$ cat src/cmd_decoder_consts.vh
/*
 * Constants for the group-zero disk command decoder: register byte
 * offsets, field positions, opcodes, status bytes and sense codes.
 * Assumes it is included by bare name from the design files.
 */
`ifndef CMD_DECODER_CONSTS_VH
`define CMD_DECODER_CONSTS_VH

// ==========================================================================
// Register byte offsets on the AXI4-Lite slave.
`define REG_CDB_LO          5'h00
`define REG_CDB_HI          5'h04
`define REG_CONTROL         5'h08
`define REG_STATE           5'h0C
`define REG_SENSE           5'h10

// ==========================================================================
// Control register fields.
`define CTRL_START_BIT      0

// ==========================================================================
// Command block fields.
`define OP_READY_TEST       8'h00
`define OP_RECALIBRATE      8'h01
`define OP_SENSE_FETCH      8'h03
`define UNIT_MSB            7
`define UNIT_LSB            5
`define RETRY_INHIBIT_BIT   7

// ==========================================================================
// Status bytes and sense fields.
`define STATUS_GOOD         8'h00
`define STATUS_CHECK        8'h02
`define SENSE_VALID_BIT     7
`define ERR_NONE            7'h00
`define ERR_NOT_READY       7'h04
`define ERR_INVALID_CMD     7'h20
`define ERR_ILLEGAL_ADDR    7'h21
`define SENSE_BYTES         3'h4

// ==========================================================================
// Cycles the home input is ignored after a seek order.
`define HOME_SETTLE         3'h3

// ==========================================================================
// AXI responses.
`define RESP_OKAY           2'h0
`define RESP_SLVERR         2'h2

`endif

$ cat src/group0_cmd_decoder.v
/*
 * Group-zero command decoder of a disk drive target, with an AXI4-Lite
 * register slave, a sense byte stream and a status byte handshake.
 * Assumes the drive pins are asynchronous and the fault inputs come from
 * drive logic on the same clock.
 */
// What this block does
// - Byte zero is opcode; 00, 01, 03 decoded
// - Ready drive answers all-zero status
// - Not ready drive answers Check Condition
// - Readiness test only samples ready
// - Recalibrate moves heads to block zero
// - Retries enabled cause automatic recalibrate on fault
// - Sense fetch sends exactly four bytes
// - Other received commands overwrite sense bytes with their own result
// - Sense fetch answers Check Condition only for a nonzero unit number
// - Sense meaningful mainly after Check Condition
// - Byte zero bit seven flags valid address
// - Error class in bits six to four
// - Error code in bits three to zero
// - Bytes one to three hold last address
// - Nonzero unit number gives illegal address check
// - Invalid or reserved opcode records code 20
// - Retry inhibit bit reports errors at once
`include "cmd_decoder_consts.vh"

module group0_cmd_decoder (
    input  wire        i_clock,
    input  wire        i_rst_n,
    input  wire        i_awvalid,
    output wire        o_awready,
    input  wire [4:0]  i_awaddr,
    input  wire        i_wvalid,
    output wire        o_wready,
    input  wire [31:0] i_wdata,
    input  wire [3:0]  i_wstrb,
    output reg         o_bvalid,
    input  wire        i_bready,
    output reg  [1:0]  o_bresp,
    input  wire        i_arvalid,
    output wire        o_arready,
    input  wire [4:0]  i_araddr,
    output reg         o_rvalid,
    input  wire        i_rready,
    output reg  [31:0] o_rdata,
    output reg  [1:0]  o_rresp,
    input  wire        i_spindle_ready,
    input  wire        i_home_reached,
    input  wire        i_seek_fault,
    input  wire [6:0]  i_fault_code,
    input  wire [20:0] i_fault_lba,
    output reg         o_home_seek,
    output wire        o_data_valid,
    input  wire        i_data_ready,
    output wire [7:0]  o_data_byte,
    output wire        o_status_valid,
    input  wire        i_status_ready,
    output wire [7:0]  o_status_byte
);
    localparam [4:0] ST_IDLE   = 5'h01;
    localparam [4:0] ST_DECODE = 5'h02;
    localparam [4:0] ST_HOME   = 5'h04;
    localparam [4:0] ST_DATA   = 5'h08;
    localparam [4:0] ST_STATUS = 5'h10;

    reg  [4:0]  state_q;
    reg  [31:0] cdb_lo_q;
    reg  [15:0] cdb_hi_q;
    reg  [31:0] sense_q;
    reg  [31:0] shift_q;
    reg  [2:0]  count_q;
    reg  [7:0]  status_q;
    reg         inhibit_q;
    reg         auto_q;
    reg         start_q;
    wire        ready_sync;
    wire        home_sync;
    wire        write_go;
    wire        read_go;
    wire [7:0]  opcode;
    wire        unit_bad;

    // ======================================================================
    // Pin synchronisers.
    sync_two_flop #(
        .WIDTH (2)
    ) u_sync (
        .i_clock (i_clock),
        .i_rst_n (i_rst_n),
        .i_async ({i_spindle_ready, i_home_reached}),
        .o_sync  ({ready_sync, home_sync})
    );

    // ======================================================================
    // AXI4-Lite write channel; address and data are taken together.
    assign write_go  = i_awvalid && i_wvalid && !o_bvalid;
    assign o_awready = write_go;
    assign o_wready  = write_go;

    always @(posedge i_clock) begin
        if (!i_rst_n) begin
            o_bvalid <= 1'b0;
            o_bresp  <= `RESP_OKAY;
            cdb_lo_q <= 32'h0000_0000;
            cdb_hi_q <= 16'h0000;
            start_q  <= 1'b0;
        end else begin
            start_q <= 1'b0;
            if (o_bvalid && i_bready) begin
                o_bvalid <= 1'b0;
            end
            if (write_go) begin
                o_bvalid <= 1'b1;
                o_bresp  <= `RESP_OKAY;
                case (i_awaddr)
                    `REG_CDB_LO: begin
                        if (state_q == ST_IDLE) begin
                            if (i_wstrb[0]) cdb_lo_q[7:0]   <= i_wdata[7:0];
                            if (i_wstrb[1]) cdb_lo_q[15:8]  <= i_wdata[15:8];
                            if (i_wstrb[2]) cdb_lo_q[23:16] <= i_wdata[23:16];
                            if (i_wstrb[3]) cdb_lo_q[31:24] <= i_wdata[31:24];
                        end
                    end
                    `REG_CDB_HI: begin
                        if (state_q == ST_IDLE) begin
                            if (i_wstrb[0]) cdb_hi_q[7:0]  <= i_wdata[7:0];
                            if (i_wstrb[1]) cdb_hi_q[15:8] <= i_wdata[15:8];
                        end
                    end
                    `REG_CONTROL: begin
                        start_q <= i_wstrb[0] &&
                                   i_wdata[`CTRL_START_BIT];
                    end
                    `REG_STATE, `REG_SENSE: begin
                        o_bresp <= `RESP_OKAY;
                    end
                    default: begin
                        o_bresp <= `RESP_SLVERR;
                    end
                endcase
            end
        end
    end

    // ======================================================================
    // AXI4-Lite read channel.
    assign read_go   = i_arvalid && !o_rvalid;
    assign o_arready = read_go;

    always @(posedge i_clock) begin
        if (!i_rst_n) begin
            o_rvalid <= 1'b0;
            o_rdata  <= 32'h0000_0000;
            o_rresp  <= `RESP_OKAY;
        end else begin
            if (o_rvalid && i_rready) begin
                o_rvalid <= 1'b0;
            end
            if (read_go) begin
                o_rvalid <= 1'b1;
                o_rresp  <= `RESP_OKAY;
                case (i_araddr)
                    `REG_CDB_LO:  o_rdata <= cdb_lo_q;
                    `REG_CDB_HI:  o_rdata <= {16'h0000, cdb_hi_q};
                    `REG_CONTROL: o_rdata <= 32'h0000_0000;
                    `REG_STATE:   o_rdata <= {15'h0000, ready_sync,
                                              status_q, 5'h00, auto_q,
                                              inhibit_q,
                                              state_q != ST_IDLE};
                    `REG_SENSE:   o_rdata <= sense_q;
                    default: begin
                        o_rdata <= 32'h0000_0000;
                        o_rresp <= `RESP_SLVERR;
                    end
                endcase
            end
        end
    end

    // ======================================================================
    // Command decode and execution.
    assign opcode   = cdb_lo_q[7:0];
    assign unit_bad = cdb_lo_q[8+`UNIT_MSB:8+`UNIT_LSB] != 3'h0;

    assign o_data_valid   = state_q == ST_DATA;
    assign o_data_byte    = shift_q[7:0];
    assign o_status_valid = state_q == ST_STATUS;
    assign o_status_byte  = status_q;

    always @(posedge i_clock) begin
        if (!i_rst_n) begin
            state_q     <= ST_IDLE;
            sense_q     <= 32'h0000_0000;
            shift_q     <= 32'h0000_0000;
            count_q     <= 3'h0;
            status_q    <= `STATUS_GOOD;
            inhibit_q   <= 1'b0;
            auto_q      <= 1'b0;
            o_home_seek <= 1'b0;
        end else begin
            o_home_seek <= 1'b0;
            case (state_q)
                ST_IDLE: begin
                    if (start_q) begin
                        state_q <= ST_DECODE;
                    end else if (i_seek_fault && !inhibit_q) begin
                        auto_q      <= 1'b1;
                        o_home_seek <= 1'b1;
                        count_q     <= `HOME_SETTLE;
                        state_q     <= ST_HOME;
                    end
                end
                ST_DECODE: begin
                    status_q <= `STATUS_GOOD;
                    if (unit_bad) begin
                        // Sense layout: valid, class, code, address.
                        sense_q  <= {24'h000000, 1'b0, `ERR_ILLEGAL_ADDR};
                        status_q <= `STATUS_CHECK;
                        state_q  <= ST_STATUS;
                    end else begin
                        case (opcode)
                            `OP_READY_TEST: begin
                                // Only the ready level is sampled.
                                if (ready_sync) begin
                                    sense_q  <= 32'h0000_0000;
                                    status_q <= `STATUS_GOOD;
                                end else begin
                                    sense_q  <= {24'h000000, 1'b0,
                                                 `ERR_NOT_READY};
                                    status_q <= `STATUS_CHECK;
                                end
                                state_q <= ST_STATUS;
                            end
                            `OP_RECALIBRATE: begin
                                sense_q     <= 32'h0000_0000;
                                inhibit_q   <=
                                    cdb_hi_q[8+`RETRY_INHIBIT_BIT];
                                auto_q      <= 1'b0;
                                o_home_seek <= 1'b1;
                                count_q     <= `HOME_SETTLE;
                                state_q     <= ST_HOME;
                            end
                            `OP_SENSE_FETCH: begin
                                shift_q  <= sense_q;
                                count_q  <= 3'h0;
                                status_q <= `STATUS_GOOD;
                                state_q  <= ST_DATA;
                            end
                            default: begin
                                sense_q  <= {24'h000000, 1'b0,
                                             `ERR_INVALID_CMD};
                                status_q <= `STATUS_CHECK;
                                state_q  <= ST_STATUS;
                            end
                        endcase
                    end
                end
                ST_HOME: begin
                    if (count_q != 3'h0) begin
                        count_q <= count_q - 3'h1;
                    end
                    if (i_seek_fault) begin
                        if (inhibit_q || auto_q) begin
                            // Fault reported at once with its address.
                            sense_q  <= {i_fault_lba[7:0],
                                i_fault_lba[15:8], 3'h0,
                                i_fault_lba[20:16],
                                1'b1,
                                i_fault_code[6:4] & 3'h3,
                                i_fault_code[3:0]};
                            status_q <= `STATUS_CHECK;
                            state_q  <= auto_q ? ST_IDLE : ST_STATUS;
                            auto_q   <= 1'b0;
                        end else begin
                            auto_q      <= 1'b1;
                            o_home_seek <= 1'b1;
                            count_q     <= `HOME_SETTLE;
                        end
                    end else if (home_sync && count_q == 3'h0) begin
                        state_q <= auto_q ? ST_IDLE : ST_STATUS;
                        auto_q  <= 1'b0;
                    end
                end
                ST_DATA: begin
                    if (i_data_ready) begin
                        shift_q <= {8'h00, shift_q[31:8]};
                        count_q <= count_q + 3'h1;
                        if (count_q == `SENSE_BYTES - 3'h1) begin
                            state_q <= ST_STATUS;
                        end
                    end
                end
                ST_STATUS: begin
                    if (i_status_ready) begin
                        state_q <= ST_IDLE;
                    end
                end
                default: begin
                    state_q <= ST_IDLE;
                end
            endcase
        end
    end
endmodule

$ cat src/sync_two_flop.v
/*
 * Two-flop synchroniser for a group of unrelated level inputs.
 * Assumes each bit is a slow level from outside the clock domain.
 */
module sync_two_flop #(
    parameter WIDTH = 1
) (
    input  wire             i_clock,
    input  wire             i_rst_n,
    input  wire [WIDTH-1:0] i_async,
    output wire [WIDTH-1:0] o_sync
);
    reg [WIDTH-1:0] meta_q;
    reg [WIDTH-1:0] sync_q;

    // ======================================================================
    // Synchroniser chain.
    always @(posedge i_clock) begin
        if (!i_rst_n) begin
            meta_q <= {WIDTH{1'b0}};
            sync_q <= {WIDTH{1'b0}};
        end else begin
            meta_q <= i_async;
            sync_q <= meta_q;
        end
    end

    assign o_sync = sync_q;
endmodule

$ cat config.mk
export PLATFORM = sky130hd
export DESIGN_NAME = group0_cmd_decoder
export DESIGN_NICKNAME = d
export VERILOG_FILES = /design/src/group0_cmd_decoder.v /design/src/sync_two_flop.v
export VERILOG_INCLUDE_DIRS = /design/src
export SDC_FILE = /design/constraint.sdc
export NUM_CORES = 1
export LEC_CHECK = 0
export CAP_MARGIN = 20
export CELL_PAD_IN_SITES_DETAIL_PLACEMENT = 1
export CELL_PAD_IN_SITES_GLOBAL_PLACEMENT = 1
export CORE_MARGIN = 4
export CORE_UTILIZATION = 40
export CTS_CLUSTER_DIAMETER = 40
export DETAILED_ROUTE_END_ITERATION = 10
export DONT_BUFFER_PORTS = 1
export GPL_TIMING_DRIVEN = 0
export PLACE_DENSITY = 0.77
export SKIP_CTS_REPAIR_TIMING = 1
export SYNTH_ARGS = -nofsm -noshare
export SYNTH_HDL_FRONTEND = slang
export SYNTH_SLANG_ARGS = --single-unit
$ cat constraint.sdc
create_clock -name i_clock -period 3.3 [get_ports i_clock]
set_clock_uncertainty 0.05 [all_clocks]
set_input_delay 0.165 -clock i_clock [delete_from_list [all_inputs] [get_ports i_clock]]
set_output_delay 0.165 -clock i_clock [all_outputs]
set_load 0.01 [all_outputs]
==> results.sh <==
export IMPL_ys_top_cells_by_area="dfxtp_1 47%, nand2_1 7.7%, a22oi_1 5.9%, nor2_1 4.6%, a21oi_1 4.0%"
export IMPL_cts_buffer_depth=2
export IMPL_end_kind="flip-flop"
export IMPL_rsz0062_at_grt="no"
export IMPL_worst_pin_slew_ns=0.865
export IMPL_crit_top_cell="clkbuf_1"
export IMPL_drtPass1Iterations=8
export IMPL_violations="hold timing"
export IMPL_drive_above_1_share=0.0781
export IMPL_cts_tree="yes"
export IMPL_startpoint_type="flip-flop"
export IMPL_finalSetupViolations=0
export IMPL_yosysSeqAreaShare=0.467
export IMPL_synth_edf_count=0
export IMPL_grt_max_degree=17
export IMPL_drt_iter0_drc=613
export IMPL_drv_slew=0
export IMPL_fmaxAchievable_mhz=347
export IMPL_hold_viol=1
export IMPL_clockRootBuffer="clkbuf_16"
export IMPL_totalPowerFinal_w=0.00472
export IMPL_place_area_mm2=0.00721
export IMPL_die_area_mm2=0.0194
export IMPL_numCtsBuffers=17
export IMPL_cp_arrival_ns=3.12
export IMPL_netlist_area_mm2=0.00691
export IMPL_vias=6771
export IMPL_synth_top_flop_cell="dfxtp_1"
export IMPL_outcome="finished with violations"
export IMPL_synth_top_area_share=0.467
export IMPL_core_mm2=0.0168
export IMPL_maxCapViolations=0
export IMPL_yosys_warnings=0
export IMPL_cp_max_fo=10
export IMPL_fill_cells=2005
export IMPL_power_switching_w=0.00134
export IMPL_crit_path_top_delay_cell="nor4_4"
export IMPL_fin_crit_sh=0.874
export IMPL_vias_per_cell=5.85
export IMPL_relSlewSlack=0.423
export IMPL_swShare=0.285
export IMPL_pwr_share_comb=0.155
export IMPL_hold_ws_ns=-0.00366
export IMPL_avgSynthCellArea_um2=8.43
export IMPL_routed_wl_um=26000
export IMPL_clkPwrFrac=0.412
export IMPL_synth_top_area_cell="dfxtp_1"
export IMPL_place_gp_congestion=0.854
export IMPL_pin_count=146
export IMPL_crit_chain="clkbuf_1 > or4b_1 > clkbuf_1 > nor4_4 > nand3_1 > nand2_1 > a21oi_1"
export IMPL_area_growth_pct=23.8
export IMPL_syn_instance_count=819
export IMPL_port_buffers=0
export IMPL_ant_nets=0
export IMPL_fp_row_count=47
export IMPL_layout_common_cells="161 x dfxtp_1, 142 x nand2_1, 85 x nor2_1"
export IMPL_wire_per_inst_um=22.5
export IMPL_die_y_um=139
export IMPL_powerDensity_mw_per_mm2=552
export IMPL_finalInstanceArea_mm2=0.00855
export IMPL_p_leak_nw=3.05
export IMPL_yosysUniqueCellTypes=59
export IMPL_path_clk_slew_ns=0.06
export IMPL_fin_crit_ns=2.88
export IMPL_worstPathRequired_ns=3.53
export IMPL_p_seq_frac=0.433
export IMPL_grt_overflow_total=0
export IMPL_power_internal_w=0.00338
export IMPL_tns_ns=0
export IMPL_max_stage_delay_ns=0.64
export IMPL_final_common_cell="dfxtp_1"
export IMPL_start_util=0.412
export IMPL_nNetsFinal=1012
export IMPL_peakVddDrop_mv=0.382
export IMPL_cts_max_level=4
export IMPL_synthArstFlopShare=0
export IMPL_clk_latency_ns=0.44
export IMPL_die_x_um=139
export IMPL_cts_sink_count=161
export IMPL_antenna_found_initial=1
export IMPL_hold_path_class="input pin to flip-flop"
export IMPL_grt_pass1_wl_um=37000
export IMPL_first_global_vias=6212
export IMPL_drc=0
export IMPL_ys_ff_latch=161
export IMPL_criticalPathCategory="flip-flop to flip-flop"
export IMPL_dpl_hpwl_um=17800
export IMPL_track_usage=0.244
-- synth_stat cells (11+ instances only) --
cell and instances:
and2_1 23, inv_1 11, a22oi_1 54, a311oi_1 22, nor2_1 85, a21oi_1 55
clkbuf_1 48, dfxtp_1 161, nand3_1 12, buf_2 12, o21ai_0 32, nand2_1 142
buf_4 19, mux2i_1 18
-- path summary, 6_finish.rpt --
check	startpoint	endpoint	slack [ns]	cells after the start
min reg2reg	cdb_lo_q[10]	cdb_lo_q[10]	0.41	2
min	i_fault_code[2]	sense_q[2]	-0.004	2
max	state_q[0]	cdb_lo_q[14]	0.42	7
max reg2reg	state_q[0]	cdb_lo_q[14]	0.42	7
-- metrics by stage --
stage,utilization,hold slack [ns],setup WS (ns),cells
floorplan,-,0.242,0.938,827
CTS,0.465,-0.205,0.453,1079
finish,0.510,-0.00366,0.417,1157
detailed placement,0.430,0.250,0.470,1047
global route,0.510,0.0133,0.160,1156
global placement,0.430,0.246,0.515,1047
-- kinds of logic (layout without fill, tap and decap cells) --
logic type | count (synthesis) | in the layout | synth area share
xor gates and xnor gates | 1 | 1 | 0.00127
adders and majority gates | 4 | 4 | 0.00725
muxes | 18 | 18 | 0.0261
AOI/OAI and AO/OA | 220 | 220 | 0.222
buffers and inverters | 94 | 202 | 0.0636
other | 1 | 11 | 0.000543
DFF | 161 | 161 | 0.467
and+or+nand+nor | 320 | 320 | 0.212
-- power groups by stage --
| stage | Sequential, W | Combinational, W | Clock [W] |
|---|---|---|---|
| after global placement | 0.00208 | 0.000611 | 0 |
| after global routing | 0.00205 | 0.000795 | 0.00206 |
| final | 0.00204 | 0.000732 | 0.00195 |
| after CTS | 0.00204 | 0.000630 | 0.00196 |
| after floorplan | 0.00207 | 0.000474 | 0 |
| after detailed placement | 0.00209 | 0.000626 | 0 |
-- final cells by class --
cell class / count / area, µm² / area share
repair buffers: 76 / 761 / 0.0889
multi-input cells: 572 / 3280 / 0.383
plain buffers: 82 / 394 / 0.0461
well taps: 220 / 275 / 0.0322
inverters: 12 / 45.0 / 0.00527
flip-flops and latches: 161 / 3220 / 0.377
diodes: 2 / 5.00 / 0.000585
clock inverters: 12 / 108 / 0.0126
clock buffers: 20 / 467 / 0.0546
-- flip-flops by register name, indices dropped and copies added, names as in the netlist, 3 cells and up --
register and cells:
shift_q 32, sense_q 28, cdb_hi_q 16, o_rdata 32, count_q 3, cdb_lo_q 32, state_q 5
-- worst max-delay path, delay by kind of cell, from the launching register on --
kind / cells / cell delay [ns]
AO/OA/AOI/OAI: 1 / 0.07
AND/OR/NAND/NOR: 4 / 1.75
buffers and inverters: 2 / 0.56
flip-flops: 1 / 0.30
-- per-layer routing --
layer / track usage / vias to the layer above / part of all wire
li1: - / 3101 / -
met5: 0 / - / 0
met2: 0.385 / 285 / 0.48
met4: 0.0747 / 0 / 0.032
met3: 0.0703 / 62 / 0.075
met1: 0.325 / 3323 / 0.42
No activity file was read; power rests on OpenSTA's default activity.
